$ cat src/core/tpw_pkg.sv
// package of register offsets, field positions, reset values and timing
// assumes a 32-bit avalon-mm slave with byte addresses, one word per register
package tpw_pkg;

  // ****************************************************************
  // register byte offsets
  // ****************************************************************
  localparam logic [5:0] OFS_PIN_EDGE_CTRL    = 6'h00;
  localparam logic [5:0] OFS_THIRD_TIMER_CTRL = 6'h04;
  localparam logic [5:0] OFS_FOURTH_TIMER_CTRL = 6'h08;
  localparam logic [5:0] OFS_MEASURE_CTRL     = 6'h0C;
  localparam logic [5:0] OFS_FIRST_TIMER_CTRL = 6'h10;
  localparam logic [5:0] OFS_SECOND_TIMER_CTRL = 6'h14;
  localparam logic [5:0] OFS_FIRST_TIMER_RELOAD = 6'h18;
  localparam logic [5:0] OFS_SECOND_TIMER_RELOAD = 6'h1C;
  localparam logic [5:0] OFS_THIRD_TIMER_RELOAD = 6'h20;
  localparam logic [5:0] OFS_LOW_PHASE_RELOAD = 6'h24;
  localparam logic [5:0] OFS_HIGH_PHASE_RELOAD = 6'h28;
  localparam logic [5:0] OFS_TIMER_FLAGS      = 6'h2C;
  localparam logic [5:0] OFS_TIMER_COUNTS     = 6'h30;

  // ****************************************************************
  // field positions
  // ****************************************************************
  localparam int PE_PIN_A_OUT   = 0;  // pin a: 0 count input, 1 divided output
  localparam int PE_T3_GATE     = 1;  // timer 3 underflow gates pwm output
  localparam int PE_PIN_A_EDGE  = 2;  // 0 rising, 1 falling
  localparam int PE_PIN_B_EDGE  = 3;  // 0 rising, 1 falling
  localparam int TC_SRC_PIN     = 0;  // timers 1..3: count source is pin / t1
  localparam int TC_OUT_SEL_T2  = 1;  // second ctrl: pin a shows timer 2
  localparam int TC_RUN         = 2;  // timers 1..3 run bit
  localparam int T4_SRC_SLOW    = 0;
  localparam int T4_RUN         = 1;
  localparam int T4_HIGH_EXT    = 2;
  localparam int T4_PWM_OUT     = 3;
  localparam int MC_RUN         = 2;  // measurement run
  localparam int FL_PWM_LEVEL   = 4;
  localparam int FL_PWM_PASS    = 5;
  localparam int FL_MEAS_DONE   = 6;
  localparam int NUM_TIMERS     = 4;

  // ****************************************************************
  // reset values and timing
  // ****************************************************************
  localparam logic [3:0] CTRL_RESET   = 4'h0;
  localparam logic [7:0] RELOAD_RESET = 8'h00;
  localparam logic [7:0] COUNT_ZERO   = 8'h00;
  localparam logic [1:0] T4_DIV_FAST  = 2'h1;  // source period minus one, 2 clocks
  localparam logic [1:0] T4_DIV_SLOW  = 2'h3;  // source period minus one, 4 clocks
  localparam logic [1:0] T4_PH_RISE   = 2'h0;

  // measurement states, one-hot
  typedef enum logic [2:0] {
    MEAS_WAIT  = 3'h1,
    MEAS_COUNT = 3'h2,
    MEAS_DONE  = 3'h4
  } tpw_meas_e;

endpackage : tpw_pkg

$ cat src/core/tpw_edge.sv
// edge detector for one timer pin, selectable rising or falling
// assumes the pin input is synchronous to clock
`timescale 1ns/1ps
`default_nettype none
module tpw_edge (
  // clock and reset
  input  wire logic clock,
  input  wire logic srst,
  // pin and selection
  input  wire logic pin_in,
  input  wire logic falling,
  // one-cycle pulse on the chosen edge
  output logic      edge_pulse
);

  logic prev_q;

  // ****************************************************************
  // previous level
  // ****************************************************************
  always_ff @(posedge clock) begin
    if (srst) begin
      prev_q <= 1'b0;
    end else begin
      prev_q <= pin_in;
    end
  end

  // edge choice
  assign edge_pulse = falling ? (prev_q & ~pin_in) : (~prev_q & pin_in);

endmodule : tpw_edge
`default_nettype wire

$ cat src/core/tpw_down.sv
// 8-bit down counter with reload, for timers 1 to 3
// assumes count_pulse is a one-cycle source edge
`timescale 1ns/1ps
`default_nettype none
module tpw_down (
  // clock and reset
  input  wire logic       clock,
  input  wire logic       srst,
  // control
  input  wire logic       run,
  input  wire logic       count_pulse,
  input  wire logic [7:0] reload,
  // state
  output logic [7:0]      count_q,
  output logic            underflow
);

  // underflow when a pulse meets zero
  assign underflow = run & count_pulse & (count_q == tpw_pkg::COUNT_ZERO);

  // ****************************************************************
  // counter; stopped timer holds its reload value
  // ****************************************************************
  always_ff @(posedge clock) begin
    if (srst) begin
      count_q <= tpw_pkg::RELOAD_RESET;
    end else if (!run) begin
      count_q <= reload;
    end else if (underflow) begin
      count_q <= reload;
    end else if (count_pulse) begin
      count_q <= count_q - 8'h01;
    end
  end

endmodule : tpw_down
`default_nettype wire

$ cat src/core/tpw_top.sv
// timer pins, timer 1..4 counting, timer 4 pwm and underflow flags
// assumes an avalon-mm master on clock; pins synchronous to clock
//
// Overview of operation
// - pin a takes timer 1 count source or outputs timer 1/2 underflow halved.
// - pin b takes timer 3 count source or outputs timer 4 pwm.
// - pin control bit 0 picks pin a role; timer 4 bit 3 enables pwm on b.
// - timer 1 from pin a counts rising or falling edges per bit 2.
// - timer 3 from pin b counts rising or falling edges per bit 3.
// - with pwm on, timer 4 reloads alternately low and high each underflow.
// - pwm low length from low reload, high from high reload, driven on pin b.
// - extension bit lengthens high phase by half a source period, n plus 1.5.
// - gate bit set: each timer 3 underflow toggles pwm pass or block.
// - gating stops acting once timer 3 run bit is cleared.
// - clearing timer 4 run during high phase stops it only at next underflow.
// - each timer sets its own flag on underflow, readable by software.
// - flag clears when its interrupt is taken or a skip test clears it; here a write of one to its bit clears it.
// - while measuring, timer 1 flag marks measurement done, not underflow.
// - timers 1 to 3 start counting at first rising source edge after start; here they count from the first count pulse once the run bit is set.
// - timer 4 starts at rising edge following first falling edge after start.
// - low reload n divides timer 4 source by n plus one, zero to 255.
//
// Design decisions made here: the register addresses and the Avalon-MM interface to the registers.
`timescale 1ns/1ps
`default_nettype none
module tpw_top (
  // clock and reset
  input  wire logic        clock,
  input  wire logic        srst,
  // avalon-mm slave
  input  wire logic [5:0]  address,
  input  wire logic        read,
  input  wire logic        write,
  input  wire logic [3:0]  byteenable,
  input  wire logic [31:0] writedata,
  output logic [31:0]      readdata,
  output logic             waitrequest,
  // first timer pin
  input  wire logic        timer_io_pin_a_in,
  output logic             timer_io_pin_a_out,
  output logic             timer_io_pin_a_oe,
  // second timer pin
  input  wire logic        timer_io_pin_b_in,
  output logic             timer_io_pin_b_out,
  output logic             timer_io_pin_b_oe,
  // flags toward the interrupt controller, and taken acknowledges
  input  wire logic [3:0]  irq_taken,
  output logic [3:0]       timer_flags
);

  // ****************************************************************
  // declarations
  // ****************************************************************
  logic [3:0]  pin_edge_ctrl_q;
  logic [3:0]  first_timer_ctrl_q;
  logic [3:0]  second_timer_ctrl_q;
  logic [3:0]  third_timer_ctrl_q;
  logic [3:0]  fourth_timer_ctrl_q;
  logic [3:0]  measure_ctrl_q;
  logic [7:0]  reload_q [0:2];
  logic [7:0]  low_phase_reload_q;
  logic [7:0]  high_phase_reload_q;
  logic [3:0]  flags_q;
  logic [3:0]  flag_set;
  logic [3:0]  flag_clr;
  logic        wait_q;
  logic [31:0] rdata_q;
  logic        accept;
  logic        wr_low;
  logic        edge_a;
  logic        edge_b;
  logic        pulse_t1;
  logic        pulse_t2;
  logic        pulse_t3;
  logic        run_t1;
  logic [7:0]  cnt_t1;
  logic [7:0]  cnt_t2;
  logic [7:0]  cnt_t3;
  logic        uf_t1;
  logic        uf_t2;
  logic        uf_t3;
  logic        uf_t4;
  logic        div_a_q;
  logic        pass_q;
  logic        gate_active;
  logic        pin_a_out_q;
  logic        pin_a_oe_q;
  logic        pin_b_out_q;
  logic        pin_b_oe_q;
  tpw_pkg::tpw_meas_e meas_q;
  logic        meas_done;
  logic [1:0]  t4_ph_q;
  logic [1:0]  t4_ph_max;
  logic        t4_rise;
  logic        t4_fall;
  logic        t4_active_q;
  logic        t4_armed_q;
  logic        t4_high_q;
  logic        t4_ext_pend_q;
  logic [7:0]  t4_cnt_q;
  logic        t4_run_prev_q;
  logic        t4_zero_rise;
  logic        t4_ext_now;
  logic        t4_half_q;
  logic        t4_tick;

  // register select decode, used by write and read paths
  function automatic logic hit(input logic [5:0] a, input logic [5:0] ofs);
    hit = (a == ofs);
  endfunction : hit

  // ****************************************************************
  // avalon slave: one wait cycle, then accept
  // ****************************************************************
  assign accept = (read | write) & ~wait_q;
  assign wr_low = write & ~wait_q & byteenable[0];

  // waitrequest low for exactly one cycle per request
  always_ff @(posedge clock) begin
    if (srst) begin
      wait_q <= 1'b1;
    end else if ((read | write) && wait_q) begin
      wait_q <= 1'b0;
    end else begin
      wait_q <= 1'b1;
    end
  end

  // read data captured while waiting, stands at the accepting edge
  always_ff @(posedge clock) begin
    if (srst) begin
      rdata_q <= 32'h0000_0000;
    end else if (read && wait_q) begin
      case (1'b1)
        hit(address, tpw_pkg::OFS_PIN_EDGE_CTRL):     rdata_q <= {28'h0, pin_edge_ctrl_q};
        hit(address, tpw_pkg::OFS_THIRD_TIMER_CTRL):  rdata_q <= {28'h0, third_timer_ctrl_q};
        hit(address, tpw_pkg::OFS_FOURTH_TIMER_CTRL): rdata_q <= {28'h0, fourth_timer_ctrl_q};
        hit(address, tpw_pkg::OFS_MEASURE_CTRL):      rdata_q <= {28'h0, measure_ctrl_q};
        hit(address, tpw_pkg::OFS_FIRST_TIMER_CTRL):  rdata_q <= {28'h0, first_timer_ctrl_q};
        hit(address, tpw_pkg::OFS_SECOND_TIMER_CTRL): rdata_q <= {28'h0, second_timer_ctrl_q};
        hit(address, tpw_pkg::OFS_FIRST_TIMER_RELOAD): rdata_q <= {24'h0, reload_q[0]};
        hit(address, tpw_pkg::OFS_SECOND_TIMER_RELOAD): rdata_q <= {24'h0, reload_q[1]};
        hit(address, tpw_pkg::OFS_THIRD_TIMER_RELOAD): rdata_q <= {24'h0, reload_q[2]};
        hit(address, tpw_pkg::OFS_LOW_PHASE_RELOAD):  rdata_q <= {24'h0, low_phase_reload_q};
        hit(address, tpw_pkg::OFS_HIGH_PHASE_RELOAD): rdata_q <= {24'h0, high_phase_reload_q};
        hit(address, tpw_pkg::OFS_TIMER_FLAGS):
          rdata_q <= {25'h0, (meas_q == tpw_pkg::MEAS_DONE), pass_q, pin_b_out_q, flags_q};
        hit(address, tpw_pkg::OFS_TIMER_COUNTS):      rdata_q <= {t4_cnt_q, cnt_t3, cnt_t2, cnt_t1};
        default:                                      rdata_q <= 32'h0000_0000;
      endcase
    end
  end

  // control registers, written at the accepting edge
  always_ff @(posedge clock) begin
    if (srst) begin
      pin_edge_ctrl_q     <= tpw_pkg::CTRL_RESET;
      first_timer_ctrl_q  <= tpw_pkg::CTRL_RESET;
      second_timer_ctrl_q <= tpw_pkg::CTRL_RESET;
      third_timer_ctrl_q  <= tpw_pkg::CTRL_RESET;
      fourth_timer_ctrl_q <= tpw_pkg::CTRL_RESET;
      measure_ctrl_q      <= tpw_pkg::CTRL_RESET;
    end else if (wr_low) begin
      if (hit(address, tpw_pkg::OFS_PIN_EDGE_CTRL)) pin_edge_ctrl_q <= writedata[3:0];
      if (hit(address, tpw_pkg::OFS_FIRST_TIMER_CTRL)) first_timer_ctrl_q <= writedata[3:0];
      if (hit(address, tpw_pkg::OFS_SECOND_TIMER_CTRL)) second_timer_ctrl_q <= writedata[3:0];
      if (hit(address, tpw_pkg::OFS_THIRD_TIMER_CTRL)) third_timer_ctrl_q <= writedata[3:0];
      if (hit(address, tpw_pkg::OFS_FOURTH_TIMER_CTRL)) fourth_timer_ctrl_q <= writedata[3:0];
      if (hit(address, tpw_pkg::OFS_MEASURE_CTRL)) measure_ctrl_q <= writedata[3:0];
    end
  end

  // reload registers; writes at an underflow are the software's to avoid
  always_ff @(posedge clock) begin
    if (srst) begin
      reload_q[0]         <= tpw_pkg::RELOAD_RESET;
      reload_q[1]         <= tpw_pkg::RELOAD_RESET;
      reload_q[2]         <= tpw_pkg::RELOAD_RESET;
      low_phase_reload_q  <= tpw_pkg::RELOAD_RESET;
      high_phase_reload_q <= tpw_pkg::RELOAD_RESET;
    end else if (wr_low) begin
      if (hit(address, tpw_pkg::OFS_FIRST_TIMER_RELOAD)) reload_q[0] <= writedata[7:0];
      if (hit(address, tpw_pkg::OFS_SECOND_TIMER_RELOAD)) reload_q[1] <= writedata[7:0];
      if (hit(address, tpw_pkg::OFS_THIRD_TIMER_RELOAD)) reload_q[2] <= writedata[7:0];
      if (hit(address, tpw_pkg::OFS_LOW_PHASE_RELOAD)) low_phase_reload_q <= writedata[7:0];
      if (hit(address, tpw_pkg::OFS_HIGH_PHASE_RELOAD)) high_phase_reload_q <= writedata[7:0];
    end
  end

  assign readdata    = rdata_q;
  assign waitrequest = wait_q;

  // ****************************************************************
  // pin edges and timers 1 to 3
  // ****************************************************************
  tpw_edge u_edge_a (
    .clock      (clock),
    .srst       (srst),
    .pin_in     (timer_io_pin_a_in),
    .falling    (pin_edge_ctrl_q[tpw_pkg::PE_PIN_A_EDGE]),
    .edge_pulse (edge_a)
  );

  tpw_edge u_edge_b (
    .clock      (clock),
    .srst       (srst),
    .pin_in     (timer_io_pin_b_in),
    .falling    (pin_edge_ctrl_q[tpw_pkg::PE_PIN_B_EDGE]),
    .edge_pulse (edge_b)
  );

  // source selection; pin a counts only while it is an input
  assign pulse_t1 = first_timer_ctrl_q[tpw_pkg::TC_SRC_PIN]
                    ? (edge_a & ~pin_edge_ctrl_q[tpw_pkg::PE_PIN_A_OUT]) : 1'b1;
  assign pulse_t3 = third_timer_ctrl_q[tpw_pkg::TC_SRC_PIN]
                    ? (edge_b & ~fourth_timer_ctrl_q[tpw_pkg::T4_PWM_OUT]) : 1'b1;
  assign pulse_t2 = second_timer_ctrl_q[tpw_pkg::TC_SRC_PIN] ? uf_t1 : 1'b1;

  // while measuring, timer 1 counts only between the two target edges
  assign run_t1 = first_timer_ctrl_q[tpw_pkg::TC_RUN]
                  & (~measure_ctrl_q[tpw_pkg::MC_RUN] | (meas_q == tpw_pkg::MEAS_COUNT));

  tpw_down u_t1 (
    .clock       (clock),
    .srst        (srst),
    .run         (run_t1),
    .count_pulse (pulse_t1),
    .reload      (reload_q[0]),
    .count_q     (cnt_t1),
    .underflow   (uf_t1)
  );

  tpw_down u_t2 (
    .clock       (clock),
    .srst        (srst),
    .run         (second_timer_ctrl_q[tpw_pkg::TC_RUN]),
    .count_pulse (pulse_t2),
    .reload      (reload_q[1]),
    .count_q     (cnt_t2),
    .underflow   (uf_t2)
  );

  tpw_down u_t3 (
    .clock       (clock),
    .srst        (srst),
    .run         (third_timer_ctrl_q[tpw_pkg::TC_RUN]),
    .count_pulse (pulse_t3),
    .reload      (reload_q[2]),
    .count_q     (cnt_t3),
    .underflow   (uf_t3)
  );

  // ****************************************************************
  // period measurement: timer 1 runs between two target edges
  // ****************************************************************
  assign meas_done = (meas_q == tpw_pkg::MEAS_COUNT) & edge_a;

  always_ff @(posedge clock) begin
    if (srst) begin
      meas_q <= tpw_pkg::MEAS_WAIT;
    end else if (!measure_ctrl_q[tpw_pkg::MC_RUN]) begin
      meas_q <= tpw_pkg::MEAS_WAIT;
    end else begin
      case (meas_q)
        tpw_pkg::MEAS_WAIT:  if (edge_a && first_timer_ctrl_q[tpw_pkg::TC_RUN]) meas_q <= tpw_pkg::MEAS_COUNT;
        tpw_pkg::MEAS_COUNT: if (edge_a) meas_q <= tpw_pkg::MEAS_DONE;
        tpw_pkg::MEAS_DONE:  meas_q <= tpw_pkg::MEAS_DONE;  // done state held until rerun; timer 1 count returns to reload
        default:             meas_q <= tpw_pkg::MEAS_WAIT;
      endcase
    end
  end

  // ****************************************************************
  // underflow flags: set wins over clear
  // ****************************************************************
  assign flag_set = {uf_t4, uf_t3, uf_t2,
                     measure_ctrl_q[tpw_pkg::MC_RUN] ? meas_done : uf_t1};
  assign flag_clr = irq_taken
                    | ({4{wr_low & hit(address, tpw_pkg::OFS_TIMER_FLAGS)}} & writedata[3:0]);

  genvar gi;
  generate
    for (gi = 0; gi < tpw_pkg::NUM_TIMERS; gi = gi + 1) begin : g_flag
      always_ff @(posedge clock) begin
        if (srst) begin
          flags_q[gi] <= 1'b0;
        end else if (flag_set[gi]) begin
          flags_q[gi] <= 1'b1;
        end else if (flag_clr[gi]) begin
          flags_q[gi] <= 1'b0;
        end
      end
    end
  endgenerate

  assign timer_flags = flags_q;

  // ****************************************************************
  // timer 4 source: rise and fall ticks of a divided clock
  // ****************************************************************
  assign t4_ph_max = fourth_timer_ctrl_q[tpw_pkg::T4_SRC_SLOW] ? tpw_pkg::T4_DIV_SLOW : tpw_pkg::T4_DIV_FAST;
  assign t4_rise   = (t4_ph_q == tpw_pkg::T4_PH_RISE);
  assign t4_fall   = (t4_ph_q == (t4_ph_max >> 1) + 2'h1);

  always_ff @(posedge clock) begin
    if (srst) begin
      t4_ph_q <= tpw_pkg::T4_PH_RISE;
    end else if (t4_ph_q >= t4_ph_max) begin
      t4_ph_q <= tpw_pkg::T4_PH_RISE;
    end else begin
      t4_ph_q <= t4_ph_q + 2'h1;
    end
  end

  // ****************************************************************
  // timer 4 counter and pwm phase
  // ****************************************************************
  // after each extended high phase the count edge swaps between source rise and fall
  assign t4_tick      = t4_half_q ? t4_fall : t4_rise;
  assign t4_zero_rise = t4_active_q & t4_armed_q & ~t4_ext_pend_q & t4_tick & (t4_cnt_q == tpw_pkg::COUNT_ZERO);
  assign t4_ext_now   = t4_high_q & fourth_timer_ctrl_q[tpw_pkg::T4_HIGH_EXT]
                        & fourth_timer_ctrl_q[tpw_pkg::T4_PWM_OUT];
  assign uf_t4 = (t4_zero_rise & ~t4_ext_now) | (t4_ext_pend_q & (t4_half_q ? t4_rise : t4_fall));

  // start, stop now or at high-phase underflow, count and alternate reload
  always_ff @(posedge clock) begin
    if (srst) begin
      t4_run_prev_q <= 1'b0;
      t4_active_q   <= 1'b0;
      t4_armed_q    <= 1'b0;
      t4_high_q     <= 1'b0;
      t4_ext_pend_q <= 1'b0;
      t4_half_q     <= 1'b0;
      t4_cnt_q      <= tpw_pkg::RELOAD_RESET;
    end else begin
      t4_run_prev_q <= fourth_timer_ctrl_q[tpw_pkg::T4_RUN];
      if (!t4_active_q) begin
        t4_cnt_q  <= low_phase_reload_q;
        t4_high_q <= 1'b0;
        t4_armed_q <= 1'b0;
        t4_half_q  <= 1'b0;
        if (fourth_timer_ctrl_q[tpw_pkg::T4_RUN] && !t4_run_prev_q) t4_active_q <= 1'b1;
      end else if (!t4_armed_q) begin
        if (t4_fall) t4_armed_q <= 1'b1;
      end else if (!fourth_timer_ctrl_q[tpw_pkg::T4_RUN] && !t4_high_q) begin
        t4_active_q <= 1'b0;  // low phase or plain timer: stop now
      end else if (uf_t4) begin
        t4_ext_pend_q <= 1'b0;
        if (t4_ext_pend_q) t4_half_q <= ~t4_half_q;  // next phase keeps whole periods
        if (!fourth_timer_ctrl_q[tpw_pkg::T4_RUN]) t4_active_q <= 1'b0;
        if (fourth_timer_ctrl_q[tpw_pkg::T4_PWM_OUT] && !t4_high_q) begin
          t4_cnt_q  <= high_phase_reload_q;
          t4_high_q <= 1'b1;
        end else begin
          t4_cnt_q  <= low_phase_reload_q;
          t4_high_q <= 1'b0;
        end
      end else if (t4_zero_rise) begin
        t4_ext_pend_q <= 1'b1;  // half period more
      end else if (t4_tick && !t4_ext_pend_q) begin
        t4_cnt_q <= t4_cnt_q - 8'h01;
      end
    end
  end

  // ****************************************************************
  // timer 3 gating of the pwm output
  // ****************************************************************
  assign gate_active = pin_edge_ctrl_q[tpw_pkg::PE_T3_GATE] & third_timer_ctrl_q[tpw_pkg::TC_RUN];

  always_ff @(posedge clock) begin
    if (srst) begin
      pass_q <= 1'b0;
    end else if (!gate_active) begin
      pass_q <= 1'b0;
    end else if (uf_t3) begin
      pass_q <= ~pass_q;
    end
  end

  // divided underflow for pin a
  always_ff @(posedge clock) begin
    if (srst) begin
      div_a_q <= 1'b0;
    end else if (second_timer_ctrl_q[tpw_pkg::TC_OUT_SEL_T2] ? uf_t2 : uf_t1) begin
      div_a_q <= ~div_a_q;
    end
  end

  // ****************************************************************
  // pin drivers
  // ****************************************************************
  always_ff @(posedge clock) begin
    if (srst) begin
      pin_a_out_q <= 1'b0;
      pin_a_oe_q  <= 1'b0;
      pin_b_out_q <= 1'b0;
      pin_b_oe_q  <= 1'b0;
    end else begin
      pin_a_oe_q  <= pin_edge_ctrl_q[tpw_pkg::PE_PIN_A_OUT];
      pin_a_out_q <= div_a_q;
      pin_b_oe_q  <= fourth_timer_ctrl_q[tpw_pkg::T4_PWM_OUT];
      pin_b_out_q <= t4_active_q & t4_armed_q & t4_high_q & (pass_q | ~gate_active);
    end
  end

  assign timer_io_pin_a_out = pin_a_out_q;
  assign timer_io_pin_a_oe  = pin_a_oe_q;
  assign timer_io_pin_b_out = pin_b_out_q;
  assign timer_io_pin_b_oe  = pin_b_oe_q;

endmodule : tpw_top
`default_nettype wire

$ cat config.mk
export PLATFORM = sky130hd
export DESIGN_NAME = tpw_top
export DESIGN_NICKNAME = d
export VERILOG_FILES = /design/src/core/tpw_pkg.sv /design/src/core/tpw_edge.sv /design/src/core/tpw_down.sv /design/src/core/tpw_top.sv
export SDC_FILE = /design/constraint.sdc
export NUM_CORES = 1
export LEC_CHECK = 0
export ABC_CLOCK_PERIOD_IN_PS = 5700
export BUFFER_PORTS_ARGS = -buffer_cell sky130_fd_sc_hd__buf_2
export CORE_UTILIZATION = 60
export DETAILED_ROUTE_END_ITERATION = 6
export PLACE_DENSITY = 0.82
export SKIP_LAST_GASP = 1
export SLEW_MARGIN = 20
export SYNTH_ARGS = -nofsm -noshare
export SYNTH_HDL_FRONTEND = slang
export SYNTH_SLANG_ARGS = --single-unit
$ cat constraint.sdc
create_clock -name clock -period 5.7 [get_ports clock]
set_input_delay 0.57 -clock clock [delete_from_list [all_inputs] [get_ports clock]]
set_output_delay 0.57 -clock clock [all_outputs]
set_load 0.1 [all_outputs]
# ---- Word level (Yosys, flattened, before mapping)
# Memories as Yosys holds them, arrays and structs flattened.
# Cells that the tools add are included.
dict set report word_totals {
  reg_bits 128
  ram_bits 24
  out_inout_bits 41
  word_cells 238
  mem_count 1
}
dict set report op_classes {
  n_addsub 6
  n_lt_le_gt_ge 1
  n_eq_ne 25
  mux 79
  bitwise 53
  n_reduce_logical 39
}
# memory depth width rd rd_clocked_by_memory_dff wr line
set memory_table {}
lappend memory_table {reload_q 3 8 3 0 3 tpw_top.sv:60} ;# logic [7:0] reload_q [0:2];
# op count
set ops {}
lappend ops {{$mux 32} 13}
lappend ops {{$mux 8} 19}
lappend ops {{$mux 1} 43}
lappend ops {{$logic_not 8->1} 4}
lappend ops {{$sub 8x1->8 const B} 4}
lappend ops {{$eq 6x6->1 const B} 5}
lappend ops {{$and 1x1->1} 28}
lappend ops {{$eq 6x5->1 const B} 4}
lappend ops {{$reduce_and 2->1} 9}
lappend ops {{$not 1->1} 16}
lappend ops {{$eq 6x4->1 const B} 2}
lappend ops {{$reduce_and 4->1} 3}
lappend ops {{$reduce_bool 2->1} 5}
lappend ops {{$pmux 3 s3} 1}
lappend ops {{$reduce_or 2->1} 4}
lappend ops {{$logic_and 1x1->1} 7}
lappend ops {{$or 1x1->1} 7}
lappend ops {{$eq 6x3->1 const B} 1}
lappend ops {{$logic_not 6->1} 1}
lappend ops {{$mux 3} 2}
lappend ops {{$ne 2x2->1 const B} 3}
lappend ops {{$ne 3x1->1 const B} 2}
lappend ops {{$ne 3x3->1 const B} 2}
lappend ops {{$and 4x4->4} 1}
lappend ops {{14 further kinds} 17}

# ---- Longest topological paths before layout
# Gate-level depths: netlist of the first run.
dict set report logic_depth {
  word_depth 14
  ltp_mapped 9
  mapped_depth_nobuf 8
}

# ---- Cells and area by module
# A second synthesis of the first run with hierarchy kept.
dict set report hier_totals {
  cells_unflattened 880
  hier_area_um2 7906.3
}
# mod n_inst cells_each area_each_um2 seq_area_each_um2
set modules_own_cells {}
lappend modules_own_cells {tpw_top 1 660 6040.8 2762.6}
lappend modules_own_cells {tpw_down 3 70 589.3 160.2}
lappend modules_own_cells {tpw_edge 2 5 48.8 20.0}

# ---- Worst setup path before layout of the first run
# Ideal clock, no wire load.
dict set report synth_path {
  kind {reg-to-reg}
  start {register wait_q, in the netlist waitrequest}
  end {register rdata_q[6], in the netlist readdata[6]}
  setup_ns 0.082
  arrival_ns 2.310
  t_required_ns 5.618
  setup_slack_ns 3.308
  stages_incl_launch_ff 7
  n_path_buf 1
  period_less_slack_ns 2.392
  path_cell_list {dfxtp_1 and2_1 clkbuf_1 nand2_1 or3_1 a221o_1 o2111ai_1}
}
dict set report synth_via {
  elab_chain_cells 1
}
# item line
set synth_lines {}
lappend synth_lines {{start, declared} tpw_top.sv:66} ;# logic wait_q;
lappend synth_lines {{start signal, assigned} tpw_top.sv:121} ;# wait_q <= 1'b1;
lappend synth_lines {{start signal, assigned} tpw_top.sv:123} ;# wait_q <= 1'b0;
lappend synth_lines {{start signal, assigned} tpw_top.sv:125} ;# wait_q <= 1'b1;
lappend synth_lines {{$logic_and 1x1->1} tpw_top.sv:133} ;# end else if (read && wait_q) begin
lappend synth_lines {{end signal, assigned} tpw_top.sv:135} ;# hit(address, tpw_pkg::OFS_PIN_EDGE_CTRL): rdata_q <= {28'h0, pin_edge_ctrl_q};
lappend synth_lines {{end signal, assigned} tpw_top.sv:136} ;# hit(address, tpw_pkg::OFS_THIRD_TIMER_CTRL): rdata_q <= {28'h0, third_timer_ctrl_q};
lappend synth_lines {{end signal, assigned} tpw_top.sv:137} ;# hit(address, tpw_pkg::OFS_FOURTH_TIMER_CTRL): rdata_q <= {28'h0, fourth_timer_ctrl_q};
lappend synth_lines {{end, declared} tpw_top.sv:67} ;# logic [31:0] rdata_q;
# Every way passes these cells.
# A chain may end at the register's enable or synchronous reset.

==> summary.txt, run 1 <==
Floorplan
  – Starting density of the core: 62.8%
  – Die boundary width: 115 um
  – Floorplan die height: 115 um
  – Boundary Pins: 93
  – Number of placement rows: 40
  – Area of the core: 0.0122 mm^2
  – Die ar.: 0.0132 mm^2

Cells and area
  – Final net count: 985
  – Core occupancy in the finished layout: 70.9%
  – Layout filler cell count: 1002
  – Ratio of cells with drive above 1 in the final layout: 14.9%
  – Final std cells w/o fill: 1108
  – Leading cell types in the layout, fill and taps excluded: sky130_fd_sc_hd__dfxtp_1 (128), sky130_fd_sc_hd__nand2_1 (100), sky130_fd_sc_hd__nor2_1 (94), sky130_fd_sc_hd__buf_2 (64), sky130_fd_sc_hd__a21oi_1 (59)
  – # diodes: 0
  – Leading cell type in the layout, fill and taps excluded: sky130_fd_sc_hd__dfxtp_1
  – Growth of design area from synthesis to finish: 12.9%
  – Sequential cell area: 0.00328 mm^2
  – Total area of multi-input combinational cells: 0.00405 mm^2

Placed design
  – Cell Count Post-Placement: 1076
  – Total half-perimeter wirelength after legalization and detailed placement: 14.4 mm
  – Number of port buffers: 65
  – Gp weighted congestion: 0.984
  – Setup slack at placement: 2730 ps

Yosys
  – Number of synthesized flops with an enable pin: 24
  – Ys async rst share: 0%
  – Average instance area after synthesis: 8.64 um^2
  – Summed instance area of the synthesized netlist: 0.00767 mm^2
  – Seq/Total Area, Yosys: 42.8%
  – Most instantiated flip-flop cell in the synthesis netlist: sky130_fd_sc_hd__dfxtp_1
  – Cell count after synthesis: 887
  – Number of synthesized register bits: 152
  – Number of library cell types mapped by synthesis: 84
  – Warnings from Yosys: 0
  – Syn_nets: 945

Timing
  – Slew margin rel.: 28.0%
  – Slew at the pin closest to its max-slew limit: 1070 ps
  – Setup skew after layout: 10.4 ps
  – Pins Over Slew Limit: 0
  – Worst hold-check slack: 369 ps
  – Final hold violation count: 0
  – Final clock period utilization by the worst path: 45.9%
  – Total setup violations reported at the end of the flow: 0
  – Sum Neg Setup Slack: 0 ps
  – Maximum clock rate: 382 MHz
  – Setup repair after global routing missed its margin: false
  – Post-route minimum period: 2620 ps
  – Final setup slack of the worst path: 3080 ps

Drt
  – Number of remaining DRC errors: 0
  – Detail-routed via count per cell: 6.26
  – DRT antenna net count: 0
  – Total iterations of the first detailed-routing run: 5
  – Final Routed Wirelength: 21.0 mm
  – Routed via count: 6931
  – Initial DRC count: 877
  – Routed wire length per instance: 18.9 um

Power and ir drop
  – Leakage: 3.19 nW
  – VDD IR max: 0.000232 V
  – Sequential power share: 45.4%
  – Fraction of power consumed by the clock network: 47.1%
  – Sw Pwr: 616 uW
  – Power density over the cells: 287 mW/mm^2
  – Cell-internal power: 1.87 mW
  – Net switching share of the total power: 24.8%
  – Combinational fraction of design power: 7.6%

Clock tree
  – Latest clock arrival within the worst-skew pair: 440 ps
  – H-tree Lvls: 4
  – CTS tree: built
  – Clock sink count: 152
  – Post-cts sizing count: 0
  – Clock tree root driver cell: sky130_fd_sc_hd__clkbuf_16
  – Maximum clock insertion buffer count: 2
  – Number of buffers inserted for hold repair after clock tree synthesis: 0
  – Num CTS Buffers: 17
  – Clk slew on worst S/H paths: 60 ps
  – Number of buffers inserted by post-CTS setup repair: 0

GRT
  – Pin count of the biggest net entering global routing: 62
  – Vias in the first global route: 6352
  – Residual overflow from global routing: 0
  – GRT Util Overall: 33.6%
  – Wire length of the first global-routing pass: 33.5 mm
  – Antenna violations before repair: 0

Worst setup path
  – Critical path class: in -> reg
  – Endpoint arrival time on the critical path: 2870 ps
  – Required time of the critical path: 5950 ps
  – Crit path launch type: primary input
  – Crit. End Element: register
  – Maximum fanout along the worst path: 34
  – Reg2Reg Setup Slack: 3220 ps

Min path
  – Class of the tightest hold or removal check: in -> reg

Flow run
  – Max-capacitance violation count: 0

Status
  – Outcome: completed
-- registers in the layout (all words and copies together), names as in the netlist, 2 cells and up --
name and cells:
t4_ph_q 2, u_t2.count_q 8, u_t3.count_q 8, fourth_timer_ctrl_q 4
measure_ctrl_q 4, third_timer_ctrl_q 4, meas_q 3, timer_flags 4
t4_cnt_q 8, second_timer_ctrl_q 4, high_phase_reload_q 8, low_phase_reload_q 8
reload_q 24, u_t1.count_q 8, first_timer_ctrl_q 4, pin_edge_ctrl_q 4
readdata 32
-- synthesized netlist by cell type, types with 6 or more instances --
master                      count  area share, %
sky130_fd_sc_hd__o2111ai_1      8           0.91
sky130_fd_sc_hd__nand3b_1       9           0.88
sky130_fd_sc_hd__nor3_1        22            1.4
sky130_fd_sc_hd__nor3b_1        6           0.59
sky130_fd_sc_hd__dfxtp_1      128             33
sky130_fd_sc_hd__nor2b_1       12           0.98
sky130_fd_sc_hd__a21oi_1       59            3.9
sky130_fd_sc_hd__edfxtp_1      24            9.4
sky130_fd_sc_hd__nand2_1      100            4.9
sky130_fd_sc_hd__and2_1        13            1.1
sky130_fd_sc_hd__buf_1          7           0.34
sky130_fd_sc_hd__mux2i_1       54            7.1
sky130_fd_sc_hd__nor2_1        94            4.6
sky130_fd_sc_hd__nand3_1       50            3.3
sky130_fd_sc_hd__a31oi_1        8           0.65
sky130_fd_sc_hd__or3_1          6           0.49
sky130_fd_sc_hd__clkbuf_1      35            1.7
sky130_fd_sc_hd__inv_1         32            1.6
sky130_fd_sc_hd__o211ai_1       9           0.88
sky130_fd_sc_hd__o22ai_1       10           0.82
sky130_fd_sc_hd__xnor2_1        9            1.0
sky130_fd_sc_hd__mux2_2         6           0.88
sky130_fd_sc_hd__o21ai_0       43            2.8
sky130_fd_sc_hd__ha_1           6           0.98
sky130_fd_sc_hd__a211oi_1      11            1.1
sky130_fd_sc_hd__nand2b_1      13            1.1
-- final cells by class --
class | instances | share of cell area (%)
clock buffers | 20 | 5.58
clock inverters | 12 | 1.53
inverters | 33 | 1.43
multi-input cells | 652 | 46.8
flip-flops and latches | 152 | 37.9
well taps | 168 | 2.43
repair buffers | 71 | 4.31
-- worst paths after layout --
path                                 from  depth (start not counted)                      endpoint
max                            address[3]                          6     reload_q[0][11]$_DFFE_PP_
min                                  read                          2        waitrequest$_SDFF_PP1_
max reg2reg  u_t1.count_q[0]$_SDFFE_PP0P_                          7  u_t2.count_q[0]$_SDFFE_PP0P_
min reg2reg     readdata[19]$_SDFFE_PP0P_                          2     readdata[19]$_SDFFE_PP0P_
-- per-stage QoR --
stage,power (mW),area [um^2]
after floorplan,1.28,7670
after global placement,1.33,8040
after detailed placement,1.33,8040
after CTS,2.48,8650
after global routing,2.56,8650
final,2.48,8650
-- routing by layer --
layer  global-route usage [%]  part of all wire (%)  vias up
li1                         -                     -     3291
met1                     45.7                    43     3260
met2                     50.9                    45      329
met3                     8.28                   9.4       51
met4                     14.3                   2.9        0
met5                        0                     0        -
-- power by group through the flow --
| stage | clock network (mW) | logic (mW) | registers [mW] |
|---|---|---|---|
| 6_report | 1.17 | 0.188 | 1.13 |
| 5_1_grt | 1.23 | 0.203 | 1.13 |
| 4_1_cts | 1.17 | 0.184 | 1.13 |
| 3_5_place_dp | 0 | 0.182 | 1.15 |
| 3_3_place_gp | 0 | 0.179 | 1.15 |
| 2_1_floorplan | 0 | 0.122 | 1.16 |
-- critical path, stage by stage --
cell	delay, ps
sky130_fd_sc_hd__buf_2	470
sky130_fd_sc_hd__inv_1	290
sky130_fd_sc_hd__nor2_1	330
sky130_fd_sc_hd__nand2_1	190
sky130_fd_sc_hd__a211oi_1	650
sky130_fd_sc_hd__and2_1	350
-- logic make-up (layout without fill, tap and decap cells) --
kind of cell	count (synthesis)	count (layout)	synth area share, %
compound gates	218	218	19.6
xor+xnor	10	10	1.14
fa+ha+maj	6	6	0.979
buf+inv	83	136	4.39
flops	152	152	42.8
mux	62	62	8.23
simple gates	356	356	22.9
No activity file was read; power rests on OpenSTA's default activity.
==> run 2: changes to the inputs <==
--- a/config.mk
+++ b/config.mk
@@ -5,11 +5,11 @@
 export SDC_FILE = /design/constraint.sdc
 export NUM_CORES = 1
 export LEC_CHECK = 0
-export ABC_CLOCK_PERIOD_IN_PS = 5700
+export ABC_CLOCK_PERIOD_IN_PS = 2380
 export BUFFER_PORTS_ARGS = -buffer_cell sky130_fd_sc_hd__buf_2
-export CORE_UTILIZATION = 60
+export CORE_UTILIZATION = 53
 export DETAILED_ROUTE_END_ITERATION = 6
-export PLACE_DENSITY = 0.82
+export PLACE_DENSITY = 0.77
 export SKIP_LAST_GASP = 1
 export SLEW_MARGIN = 20
 export SYNTH_ARGS = -nofsm -noshare
==> constraint.sdc (replaced) <==
create_clock -name clock -period 2.38 [get_ports clock]
set_input_delay 0.238 -clock clock [delete_from_list [all_inputs] [get_ports clock]]
set_output_delay 0.238 -clock clock [all_outputs]
set_load 0.1 [all_outputs]
==> summary.txt, run 2 (synthesis results as in run 1) <==
Worst setup path
  – Required time of the critical path: 2670 ps (-3280 ps)
  – Endpoint arrival time on the critical path: 2510 ps (-360 ps)
  – Reg2Reg Setup Slack: 160 ps (-3060 ps)
  – Maximum fanout along the worst path: 4 (-88%)
  – Crit path buffers/inverters: 1 (-1)
  – Origin of the critical flop-to-flop path: u_t2.count_q[0]$_SDFFE_PP0P_
  – Worst Reg2Reg Path Length in Cells: 8 (+1)
  – Capturing point of the worst reg2reg path: div_a_q$_SDFFE_PP0P_
  – Largest stage delay on the critical path: 540 ps (-110 ps)
  – Master of the slowest instance on the critical path: sky130_fd_sc_hd__or4b_1
  – Critical path cell sequence: inv_1 > ha_1 > or4b_1 > nor4_4 > nand2_1 > a22oi_1 > xnor2_1 > nor2_1
  – Crit path launch type: register
  – Crit. End Element: register
  – Top cell family by delay on the critical path: simple AND/OR/NAND/NOR gates
  – Critical path class: reg -> reg

Floorplan
  – Die ar.: 0.0149 mm^2 (+13%)
  – Die boundary width: 122 um (+6.3%)
  – Boundary Pins: 93 (unchanged)
  – Number of placement rows: 43 (+7.5%)
  – Area of the core: 0.0140 mm^2 (+15%)
  – Floorplan die height: 122 um (+6.3%)
  – Starting density of the core: 54.8% (-8.0 points)

Min path
  – Startpoint of the tightest hold check path: read
  – Hold path cells: 2 (unchanged)
  – Sink of the worst hold path: waitrequest$_SDFF_PP1_
  – Class of the tightest hold or removal check: in -> reg

Drt
  – Total iterations of the first detailed-routing run: 6 (+1)
  – Final Routed Wirelength: 21.7 mm (+3.4%)
  – Metal2 WL: 9.82 mm (+5.1%)
  – Top routing layer in use: met4
  – DRT antenna net count: 0 (unchanged)
  – Routed wl met3: 2.12 mm (+8.0%)
  – Routed metal-1 wirelength: 9.07 mm (+0.45%)
  – Routed wire length per instance: 18.8 um (-0.50%)
  – Initial DRC count: 817 (-6.8%)
  – Number of remaining DRC errors: 0 (unchanged)
  – Routed via count: 7049 (+1.7%)
  – Detail-routed via count per cell: 6.12 (-2.1%)

Placed design
  – Gp weighted congestion: 0.955 (-2.9%)
  – Total half-perimeter wirelength after legalization and detailed placement: 15.2 mm (+5.3%)
  – Setup slack at placement: 164 ps (-2560 ps)
  – Number of port buffers: 65 (unchanged)

GRT
  – Pin count of the biggest net entering global routing: 115 (+85%)
  – GRT Util Overall: 30.1% (-3.5 points)
  – Residual overflow from global routing: 0 (unchanged)
  – Vias in the first global route: 6425 (+1.1%)
  – Wire length of the first global-routing pass: 34.2 mm (+1.8%)
  – Antenna violations before repair: 0 (unchanged)

Timing
  – Slew margin rel.: 52.1% (+24 points)
  – Setup repair after global routing missed its margin: false
  – Final setup slack of the worst path: 160 ps (-2920 ps)
  – Worst hold-check slack: 29.1 ps (-340 ps)
  – Total setup violations reported at the end of the flow: 0 (unchanged)
  – Maximum clock rate: 450 MHz
  – Post-route minimum period: 2220 ps
  – Final clock period utilization by the worst path: 93.3%
  – Pins Over Slew Limit: 0 (unchanged)
  – Slew at the pin closest to its max-slew limit: 715 ps (-354 ps)
  – Sum Neg Setup Slack: 0 ps (unchanged)
  – Setup skew after layout: 6.01 ps (-4.40 ps)
  – Final hold violation count: 0 (unchanged)

Clock tree
  – Num CTS Buffers: 17 (unchanged)
  – Number of buffers inserted for hold repair after clock tree synthesis: 0 (unchanged)
  – CTS tree: built
  – Clock tree root driver cell: sky130_fd_sc_hd__clkbuf_16
  – Clock sink count: 152 (unchanged)
  – Latest clock arrival within the worst-skew pair: 430 ps (about the same)
  – H-tree Lvls: 4 (unchanged)
  – Clk slew on worst S/H paths: 60 ps (about the same)
  – Maximum clock insertion buffer count: 2 (unchanged)

Power and ir drop
  – Leakage: 3.33 nW (+4.2%)
  – Combinational fraction of design power: 8.5% (+0.9 points)
  – Net switching share of the total power: 24.8% (about the same)
  – Sequential power share: 47.4% (+2.0 points)
  – Fraction of power consumed by the clock network: 44.1% (-3.0 points)
  – Sw Pwr: 1.41 mW (+130%)
  – Cell-internal power: 4.28 mW (+130%)
  – Power density over the cells: 641 mW/mm^2 (+120%)
  – VDD IR max: 0.000546 V (+130%)

Cells and area
  – Flip-flop count of the largest register after layout: 32 (unchanged)
  – Ratio of cells with drive above 1 in the final layout: 17.3% (+2.4 points)
  – Growth of design area from synthesis to finish: 15.8%
  – Final net count: 1017 (+3.2%)
  – Leading cell types in the layout, fill and taps excluded: sky130_fd_sc_hd__dfxtp_1 (127), sky130_fd_sc_hd__nand2_1 (100), sky130_fd_sc_hd__nor2_1 (94), sky130_fd_sc_hd__buf_2 (64), sky130_fd_sc_hd__a21oi_1 (59)
  – Layout filler cell count: 1194 (+19%)
  – # diodes: 0 (unchanged)
  – Leading cell type in the layout, fill and taps excluded: sky130_fd_sc_hd__dfxtp_1

Flow run
  – Max-capacitance violation count: 0 (unchanged)

Status
  – Outcome: completed
[run 2: timing repair]
action | CTS | global route
setup endpoints to repair | 0 | 3
buffers inserted | 0 | 4
resized for setup | 0 | 2
[run 2: power by group through the flow]
stage	clock network (mW)	logic, mW	registers, mW
global route	2.64	0.525	2.70
floorplan	0	0.292	2.77
global placement	0	0.463	2.75
CTS	2.54	0.472	2.70
finish	2.51	0.484	2.70
detailed placement	0	0.469	2.75
[run 2: worst reg2reg max path, delay by kind of cell (launching register included)]
family / cells / cell delay, ps
compound gates: 1 / 260
flops: 1 / 320
simple gates: 4 / 1060
buf+inv: 1 / 120
xor+xnor: 1 / 140
fa+ha+maj: 1 / 190
[run 2: area by class of cell]
cell class | count | area (um^2) | share of cell area [%]
multi-input cells | 652 | 4060 | 45.7
flip-flops and latches | 152 | 3280 | 37.0
repair buffers | 103 | 638 | 7.19
clock buffers | 25 | 505 | 5.69
well taps | 180 | 225 | 2.54
inverters | 33 | 124 | 1.39
clock inverters | 6 | 41.3 | 0.465
[run 2: routing by layer]
layer	vias to the layer above	GRT usage, %
met1	3299	40.7
met5	-	0
met3	56	7.48
met4	0	12.8
met2	338	45.6
li1	3356	-
[run 2: stage by stage]
step                      area [um^2]  util [%]  power, mW  instances
final                            8880      63.5       5.69       1151
after global routing             8880      63.5       5.87       1151
after CTS                        8830      63.2       5.71       1147
after detailed placement         8290      59.2       3.22       1116
after global placement           8290      59.2       3.21       1116
after floorplan                  7670         -       3.06        887
[run 2: worst max path at each step]
stage                                       startpoint                      endpoint  slack, ps  cells after the start
after floorplan                 waitrequest$_SDFF_PP1_      readdata[6]$_SDFFE_PP0P_        330                      6
after global placement    u_t1.count_q[0]$_SDFFE_PP0P_  u_t2.count_q[0]$_SDFFE_PP0P_        200                      7
after detailed placement  u_t1.count_q[0]$_SDFFE_PP0P_  u_t2.count_q[0]$_SDFFE_PP0P_        160                      7
after CTS                 u_t1.count_q[0]$_SDFFE_PP0P_  u_t2.count_q[0]$_SDFFE_PP0P_        140                      7
after global routing          t4_cnt_q[1]$_SDFFE_PP0P_      t4_cnt_q[2]$_SDFFE_PP0P_         20                      9
final                     u_t2.count_q[0]$_SDFFE_PP0P_          div_a_q$_SDFFE_PP0P_        160                      8
